### config.mk
export PLATFORM = sky130hd
export DESIGN_NAME = rce_regs
export DESIGN_NICKNAME = d
export VERILOG_FILES = /design/src/design/rce_pkg.sv /design/src/design/rce_event_flags.sv /design/src/design/rce_eq_control.sv /design/src/design/rce_regs.sv
export SDC_FILE = /design/constraint.sdc
export NUM_CORES = 1
export LEC_CHECK = 0
export ABC_AREA = 1
export BUFFER_PORTS_ARGS = -buffer_cell sky130_fd_sc_hd__buf_4
export CAP_MARGIN = 15
export CORE_MARGIN = 4
export CORE_UTILIZATION = 56
export CTS_CLUSTER_DIAMETER = 60
export CTS_CLUSTER_SIZE = 28
export DETAILED_ROUTE_END_ITERATION = 6
export PLACE_DENSITY_LB_ADDON = 0.15
export SYNTH_ARGS = -nofsm -noshare
export SYNTH_HDL_FRONTEND = slang
export SYNTH_SLANG_ARGS = --single-unit
### constraint.sdc
create_clock -name clk -period 1.4 [get_ports clk]
set_clock_uncertainty 0.15 [all_clocks]
set_input_delay 0.21 -clock clk [delete_from_list [all_inputs] [get_ports clk]]
set_output_delay 0.21 -clock clk [all_outputs]
set_load 0.1 [all_outputs]
### src/design/rce_pkg.sv
package rce_pkg;

  // ==========================================
  // Register offsets
  localparam logic [7:0] RCE_OFS_BOOST    = 8'h03;
  localparam logic [7:0] RCE_OFS_LOWRATE  = 8'h0D;
  localparam logic [7:0] RCE_OFS_POWER    = 8'h13;
  localparam logic [7:0] RCE_OFS_OVERRIDE = 8'h2D;
  localparam logic [7:0] RCE_OFS_ROUTE    = 8'h31;
  localparam logic [7:0] RCE_OFS_BOOST_RB = 8'h52;
  localparam logic [7:0] RCE_OFS_STATUS   = 8'h54;
  localparam logic [7:0] RCE_OFS_MASK     = 8'h56;

  // ==========================================
  // Reset values
  localparam logic [7:0] RCE_RST_BOOST    = 8'h80;
  localparam logic [7:0] RCE_RST_LOWRATE  = 8'h00;
  localparam logic [7:0] RCE_RST_POWER    = 8'h90;
  localparam logic [7:0] RCE_RST_OVERRIDE = 8'h88;
  localparam logic [7:0] RCE_RST_ROUTE    = 8'h00;
  localparam logic [7:0] RCE_RST_MASK     = 8'h00;

  // ==========================================
  // Field positions
  localparam int RCE_BIT_AUTO_BYPASS   = 0;
  localparam int RCE_BIT_IN0_SD_PD     = 6;
  localparam int RCE_BIT_IN1_SD_PD     = 5;
  localparam int RCE_BIT_EQ_PD         = 3;
  localparam int RCE_BIT_STAGE_BYPASS  = 1;
  localparam int RCE_BIT_OVERRIDE      = 3;
  localparam int RCE_BIT_ROUTE_HI      = 1;
  localparam int RCE_BIT_ROUTE_LO      = 0;
  // Status and mask share one layout
  localparam int RCE_EV_LOCK      = 6;
  localparam int RCE_EV_DET1      = 5;
  localparam int RCE_EV_DET0      = 4;
  localparam int RCE_EV_EYE       = 3;
  localparam int RCE_EV_LOCK_LOSS = 2;
  localparam int RCE_EV_LOSS1     = 1;
  localparam int RCE_EV_LOSS0     = 0;
  localparam int RCE_EV_SIGDET    = 7;

  // Host access phases
  typedef enum logic [1:0] {RCE_IDLE, RCE_WRITE, RCE_READ} rce_acc_t;

endpackage : rce_pkg

### src/design/rce_event_flags.sv
`timescale 1ns/1ns
// ==========================================
// Sticky interrupt flags, cleared by read
module rce_event_flags
  import rce_pkg::*;
#(
  parameter int W = 8
) (
  input  wire logic         clk,
  input  wire logic         rst,
  input  wire logic [W-1:0] event_pulse,
  input  wire logic         clear_all,
  output logic      [W-1:0] flags_reg
);

  logic [W-1:0] flags_next;

  // Set wins over a read clear in the same cycle
  assign flags_next = (clear_all ? '0 : flags_reg) | event_pulse;

  // Flag storage
  always_ff @(posedge clk) begin
    if (rst) begin
      flags_reg <= '0;
    end else begin
      flags_reg <= flags_next;
    end
  end
endmodule : rce_event_flags

### src/design/rce_eq_control.sv
`timescale 1ns/1ns
// ==========================================
// Equalizer boost, bypass and power decode
module rce_eq_control
  import rce_pkg::*;
(
  input  wire logic       clk,
  input  wire logic       rst,
  input  wire logic [7:0] boost_written,
  input  wire logic [7:0] lowrate_cfg,
  input  wire logic [7:0] power_cfg,
  input  wire logic [7:0] override_cfg,
  input  wire logic [1:0] route_sel,
  input  wire logic       rate_is_270m,
  input  wire logic       adapt_active,
  input  wire logic [7:0] adapt_boost,
  output logic      [7:0] equalizer_boost_levels_reg,
  output logic            eq_bypass_reg,
  output logic            late_stage_bypass_reg,
  output logic            eq0_powerdown_reg,
  output logic            eq1_powerdown_reg,
  output logic            in0_sd_powerdown_reg,
  output logic            in1_sd_powerdown_reg
);

  logic       use_second;
  logic       boost_override;
  logic       manual_bypass_alias;
  logic       low_rate_auto_bypass;
  logic [7:0] boost_next;
  logic       bypass_next;

  // Decode of control fields
  assign use_second           = route_sel[RCE_BIT_ROUTE_HI];
  assign boost_override       = override_cfg[RCE_BIT_OVERRIDE];
  assign manual_bypass_alias  = power_cfg[RCE_BIT_STAGE_BYPASS];
  assign low_rate_auto_bypass = lowrate_cfg[RCE_BIT_AUTO_BYPASS];
  // Adapted values when adapting, written when overridden, else hold
  assign boost_next  = adapt_active   ? adapt_boost   :
                       boost_override ? boost_written : equalizer_boost_levels_reg;
  // Manual bypass dominates; auto bypass only at the low rate
  assign bypass_next = manual_bypass_alias ||
                       (low_rate_auto_bypass && rate_is_270m);

  // Registered equalizer controls
  always_ff @(posedge clk) begin
    if (rst) begin
      equalizer_boost_levels_reg          <= RCE_RST_BOOST;
      eq_bypass_reg         <= 1'b0;
      late_stage_bypass_reg <= 1'b0;
      eq0_powerdown_reg     <= 1'b0;
      eq1_powerdown_reg     <= 1'b1;
      in0_sd_powerdown_reg  <= 1'b0;
      in1_sd_powerdown_reg  <= 1'b0;
    end else begin
      equalizer_boost_levels_reg          <= boost_next;
      eq_bypass_reg         <= bypass_next;
      late_stage_bypass_reg <= power_cfg[RCE_BIT_STAGE_BYPASS];
      eq0_powerdown_reg     <= use_second || power_cfg[RCE_BIT_EQ_PD];
      eq1_powerdown_reg     <= !use_second || power_cfg[RCE_BIT_EQ_PD];
      in0_sd_powerdown_reg  <= power_cfg[RCE_BIT_IN0_SD_PD];
      in1_sd_powerdown_reg  <= power_cfg[RCE_BIT_IN1_SD_PD];
    end
  end
endmodule : rce_eq_control

### src/design/rce_regs.sv
`timescale 1ns/1ns
// ==========================================
// Per-channel mask and equalizer register bank
module rce_regs
  import rce_pkg::*;
(
  input  wire logic       clk,
  input  wire logic       rst,
  // Register port from the serial management decoder
  input  wire logic       channel_bank_select,
  input  wire logic       reg_wr,
  input  wire logic       reg_rd,
  input  wire logic [7:0] reg_addr,
  input  wire logic [7:0] reg_wdata,
  output logic      [7:0] reg_rdata_reg,
  output logic            reg_rvalid_reg,
  // Event pulses, one cycle each
  input  wire logic       cdr_lock_event,
  input  wire logic       input1_detect_event,
  input  wire logic       input0_detect_event,
  input  wire logic       eye_threshold_event,
  input  wire logic       cdr_lock_loss_event,
  input  wire logic       input1_loss_event,
  input  wire logic       input0_loss_event,
  input  wire logic       selected_detect_change,
  // Equalizer status from the analog side
  input  wire logic       rate_is_270m,
  input  wire logic       adapt_active,
  input  wire logic [7:0] adapt_boost,
  // Outputs
  output logic            irq_reg,
  output logic      [7:0] equalizer_boost_levels_reg,
  output logic            eq_bypass_reg,
  output logic            late_stage_bypass_reg,
  output logic            eq0_powerdown_reg,
  output logic            eq1_powerdown_reg,
  output logic            in0_sd_powerdown_reg,
  output logic            in1_sd_powerdown_reg
);

  // ==========================================
  // Storage
  logic [7:0] boost_written_reg;
  logic [7:0] lowrate_reg;
  logic [7:0] power_reg;
  logic [7:0] override_reg;
  logic [7:0] route_reg;
  logic [7:0] mask_reg;
  logic [7:0] status_flags;
  logic [7:0] event_vec;
  logic [7:0] rdata_next;
  logic       irq_next;
  logic       wr_ok;
  logic       rd_ok;
  logic       status_read;
  logic [7:0] boost_written_next;

  // Access only while the channel bank is selected
  assign wr_ok       = reg_wr && channel_bank_select;
  assign rd_ok       = reg_rd && channel_bank_select;
  assign status_read = rd_ok && (reg_addr == RCE_OFS_STATUS);

  // Event vector in status layout
  assign event_vec[RCE_EV_SIGDET]    = selected_detect_change;
  assign event_vec[RCE_EV_LOCK]      = cdr_lock_event;
  assign event_vec[RCE_EV_DET1]      = input1_detect_event;
  assign event_vec[RCE_EV_DET0]      = input0_detect_event;
  assign event_vec[RCE_EV_EYE]       = eye_threshold_event;
  assign event_vec[RCE_EV_LOCK_LOSS] = cdr_lock_loss_event;
  assign event_vec[RCE_EV_LOSS1]     = input1_loss_event;
  assign event_vec[RCE_EV_LOSS0]     = input0_loss_event;

  // Interrupt is any masked flag; bit 7 has no enable and reads as zero
  assign irq_next = |(status_flags & mask_reg);

  // Write data or adaptation result into the boost fields
  assign boost_written_next =
    (wr_ok && reg_addr == RCE_OFS_BOOST) ? reg_wdata :
    adapt_active                         ? adapt_boost : boost_written_reg;

  // Read multiplexer, unmapped reads return zero
  always_comb begin
    rdata_next = 8'h00;
    unique case (reg_addr)
      RCE_OFS_BOOST:    rdata_next = boost_written_reg;
      RCE_OFS_LOWRATE:  rdata_next = lowrate_reg;
      RCE_OFS_POWER:    rdata_next = power_reg;
      RCE_OFS_OVERRIDE: rdata_next = override_reg;
      RCE_OFS_ROUTE:    rdata_next = route_reg;
      RCE_OFS_BOOST_RB: rdata_next = equalizer_boost_levels_reg;
      RCE_OFS_STATUS:   rdata_next = status_flags;
      RCE_OFS_MASK:     rdata_next = mask_reg;
      default:          rdata_next = 8'h00;
    endcase
  end

  // Boost field register
  always_ff @(posedge clk) begin
    if (rst) begin
      boost_written_reg <= RCE_RST_BOOST;
    end else begin
      boost_written_reg <= boost_written_next;
    end
  end

  // Configuration registers
  always_ff @(posedge clk) begin
    if (rst) begin
      lowrate_reg  <= RCE_RST_LOWRATE;
      power_reg    <= RCE_RST_POWER;
      override_reg <= RCE_RST_OVERRIDE;
      route_reg    <= RCE_RST_ROUTE;
      mask_reg     <= RCE_RST_MASK;
    end else if (wr_ok) begin
      if (reg_addr == RCE_OFS_LOWRATE)  lowrate_reg  <= reg_wdata;
      if (reg_addr == RCE_OFS_POWER)    power_reg    <= reg_wdata;
      if (reg_addr == RCE_OFS_OVERRIDE) override_reg <= reg_wdata;
      if (reg_addr == RCE_OFS_ROUTE)    route_reg    <= reg_wdata;
      if (reg_addr == RCE_OFS_MASK)     mask_reg     <= {1'b0, reg_wdata[6:0]};
    end
  end

  // Read answer and interrupt output
  always_ff @(posedge clk) begin
    if (rst) begin
      reg_rdata_reg  <= 8'h00;
      reg_rvalid_reg <= 1'b0;
      irq_reg        <= 1'b0;
    end else begin
      reg_rdata_reg  <= rd_ok ? rdata_next : reg_rdata_reg;
      reg_rvalid_reg <= rd_ok;
      irq_reg        <= irq_next;
    end
  end

  // ==========================================
  // Submodules
  rce_event_flags #(.W(8)) u_flags (
    .clk         (clk),
    .rst         (rst),
    .event_pulse (event_vec),
    .clear_all   (status_read),
    .flags_reg   (status_flags)
  );

  rce_eq_control u_eq (
    .clk                   (clk),
    .rst                   (rst),
    .boost_written         (boost_written_reg),
    .lowrate_cfg           (lowrate_reg),
    .power_cfg             (power_reg),
    .override_cfg          (override_reg),
    .route_sel             (route_reg[RCE_BIT_ROUTE_HI:RCE_BIT_ROUTE_LO]),
    .rate_is_270m          (rate_is_270m),
    .adapt_active          (adapt_active),
    .adapt_boost           (adapt_boost),
    .equalizer_boost_levels_reg          (equalizer_boost_levels_reg),
    .eq_bypass_reg         (eq_bypass_reg),
    .late_stage_bypass_reg (late_stage_bypass_reg),
    .eq0_powerdown_reg     (eq0_powerdown_reg),
    .eq1_powerdown_reg     (eq1_powerdown_reg),
    .in0_sd_powerdown_reg  (in0_sd_powerdown_reg),
    .in1_sd_powerdown_reg  (in1_sd_powerdown_reg)
  );
endmodule : rce_regs

==> impl_metrics.ini <==
[status]
outcome = finished clean

[synth]
synth-edff-count = 0
syn-num-nets = 530
syn-cell-area_um2 = 3650
synthMuxAreaShare_pct = 2.23
async_flop_share_pct = 0
syn_avg_cell_area_um2 = 7.44
synthSimpleGateAreaFrac_pct = 30.0
synth_fa_ha_area_share_pct = 0
synth_top_family_by_area = simple AND/OR/NAND/NOR gates
yosys_warnings = 0
synth_top_area_share_pct = 43.3
synth_compound_area_share_pct = 16.2
synth-seq-cells = 79
synth_xor_area_share_pct = 0
synth_top_cells_by_count = nand2_1 (102), dfxtp_1 (79), nand3_1 (66)
synthCells = 491
synth_most_common_cell = nand2_1
ys_top_cells_by_area = dfxtp_1 (43%), nand2_1 (10%), nand3_1 (9.0%), a21oi_1 (7.7%), inv_1 (4.3%)
seq_area_frac_synth_pct = 43.3
synth_cell_type_count = 27
synth_ff_type = dfxtp_1
synth.largest_area_cell = dfxtp_1

[clocking]
cts_buffer_depth = 2
cts.clk_slew.worst_paths_ns = 0.08
htreeDepth = 3
cts_sinks = 79
cts_root_buf = clkbuf_8
cts_made_buffers = 9
postCtsSetupBuffers = 0
clk-insertion-delay-late_ns = 0.36
tritoncts = yes

[drt]
ant_nets = 0
vias_per_cell = 5.48
finalWirelength_mm = 10.7
avgRoutedWirePerCell_um = 16.0
vias = 3656
remaining_drc_errors = 0
drtIter0Drc = 306
firstDrtPassIters = 5

[global_route]
grt_pass1_wl_mm = 16.8
first_global_vias = 3368
grt_use_total_pct = 28.4
grt_max_degree = 43
overflow = 0
grt_antenna_before_repair = 0

[sta]
layout_min_cycle_time_ns = 1.37
slew_violations = 0
fmax_mhz = 729
tightest_slew_ns = 0.343
fin_ws_ns = 0.0287
hold_violations = 0
min_period_over_period_pct = 97.9
rsz0062_at_grt = false
whs_ns = 0.0117
setup_viol = 0
slew_headroom_pct = 76.5

[min_path]
worstHoldEndpoint = override_reg[1]
hp-start = reg_wdata[1]
whs_path_depth = 3
hp-class = primary input to flip-flop

[critical_path]
regToRegSetupSlack_ns = 0.11
ff2ff_path_depth = 7
cp.required_ns = 1.04
crit_family = flip-flops
path_buf_inv = 1
end_kind = output pin
path_cells = buf_4
worstSetupStartpointType = flip-flop
worst_path_largest_cell_delay_ns = 0.36
path_class = flip-flop to output pin
timing.rr.end = reg_rdata_reg[3]
cp.arrival_ns = 1.01
path_depth = 1
startpoint = u_eq.equalizer_boost_levels_reg[2]
r2r-start = override_reg[3]
worstPathMaxFanout = 3
crit_slowest_cell = dfxtp_2

[power]
p_per_area_nw_per_um2 = 940
netSwitchingPower_mw = 1.26
switching_share_pct = 28.1
power_frac_clock_pct = 34.5
combPwrFrac_pct = 13.5
pwr-share-seq_pct = 52.0
p_leak_nw = 2.13
p_int_mw = 3.22
irDropWorstVdd_uv = 774

[placement]
dp_cells = 635
gp_congestion = 0.908
place_ws_ns = -0.246
post-dp-hpwl_mm = 7.59
port_buffers = 62

[cells_and_area]
areaGrowthSynthToFinish_pct = 30.5
drive_gt1_share_pct = 25.6
diodes = 0
fill_cells = 500
fin_cells = 667
fin_nets = 624

[floorplanning]
die_area_um2 = 7880
rows = 29
ios = 63
die_h_um = 88.8
start_util_pct = 57.6
die_width_um = 88.8
core_area_um2 = 6350

[run]
cap_violations = 0
[power groups by stage]
stage	Combinational, mW	Clock, mW	Sequential, mW
5_1_grt	0.642	1.66	2.34
6_report	0.604	1.55	2.33
3_3_place_gp	0.536	0	2.38
2_1_floorplan	0.212	0	2.49
4_1_cts	0.578	1.56	2.33
3_5_place_dp	0.544	0	2.38
[how the worst max path moves through the flow]
stage / endpoint / slack, ns
floorplan: reg_rdata_reg[0] / 0.001
global placement: lowrate_reg[0] / -0.17
detailed placement: lowrate_reg[2] / -0.25
CTS: lowrate_reg[1] / 0.02
global route: equalizer_boost_levels_reg[2] / 0.0005
finish: equalizer_boost_levels_reg[2] / 0.03
[kinds of logic after synthesis]
family,after synthesis
buffers and inverters,70
AOI/OAI and AO/OA,105
muxes,8
and+or+nand+nor,229
DFF,79
[worst register-to-register path, cell delays in order, from the launching register on]
cell	delay, ns
dfxtp_1	0.43
buf_4	0.17
nand3_1	0.09
nand2_1	0.09
nor2_1	0.05
nand2_1	0.07
nand2_1	0.07
a21oi_1	0.12
[final cells by class]
type | count | area [um^2] | area share (%)
Multi-Input combinational cell | 342 | 1790 | 37.5
Tap cell | 77 | 96.3 | 2.02
Clock inverter | 5 | 32.5 | 0.682
Inverter | 50 | 191 | 4.01
Clock buffer | 11 | 141 | 2.96
Sequential cell | 79 | 1590 | 33.4
Timing Repair Buffer | 103 | 931 | 19.5
[cell usage in the layout, fill, tap and decap left out, types with 2 or more instances in the layout]
master,instances
buf_12,7
dlygate4sd3_1,15
nand3_2,5
o21ai_0,28
nand2_1,102
nor2_8,2
o211ai_1,3
clkinv_2,3
a21oi_1,56
dfxtp_1,71
dfxtp_2,8
nor2_4,9
nand2_2,5
inv_1,41
clkbuf_8,10
nor2_1,36
nand3_1,66
o21ai_1,9
mux2i_1,7
a211oi_2,7
inv_2,7
buf_6,4
buf_4,76
[timing repair]
action / in CTS / in global routing
setup endpoints to repair: 7 / 20
hold buffers: 14 / 1
gates cloned: 0 / 1
endpoints found under the hold margin: 20 / 1
resized for setup: 1 / 8
[stage by stage]
stage	power, mW	TNS, ns	area (um^2)	utilization [%]
6_report	4.48	0	4770	75.1
5_1_grt	4.64	0	4770	75.1
4_1_cts	4.47	0	4700	74.1
3_5_place_dp	2.93	-7.93	4390	69.1
3_3_place_gp	2.92	-5.35	4390	69.1
2_1_floorplan	2.70	0	3660	-
[per-layer routing]
metal / track usage [%] / routed length (um)
met5: 0 / 0
met4: 9.20 / 160
met3: 6.05 / 786
met2: 45.2 / 5060
met1: 38.3 / 4670
No activity file was read; power rests on OpenSTA's default activity.
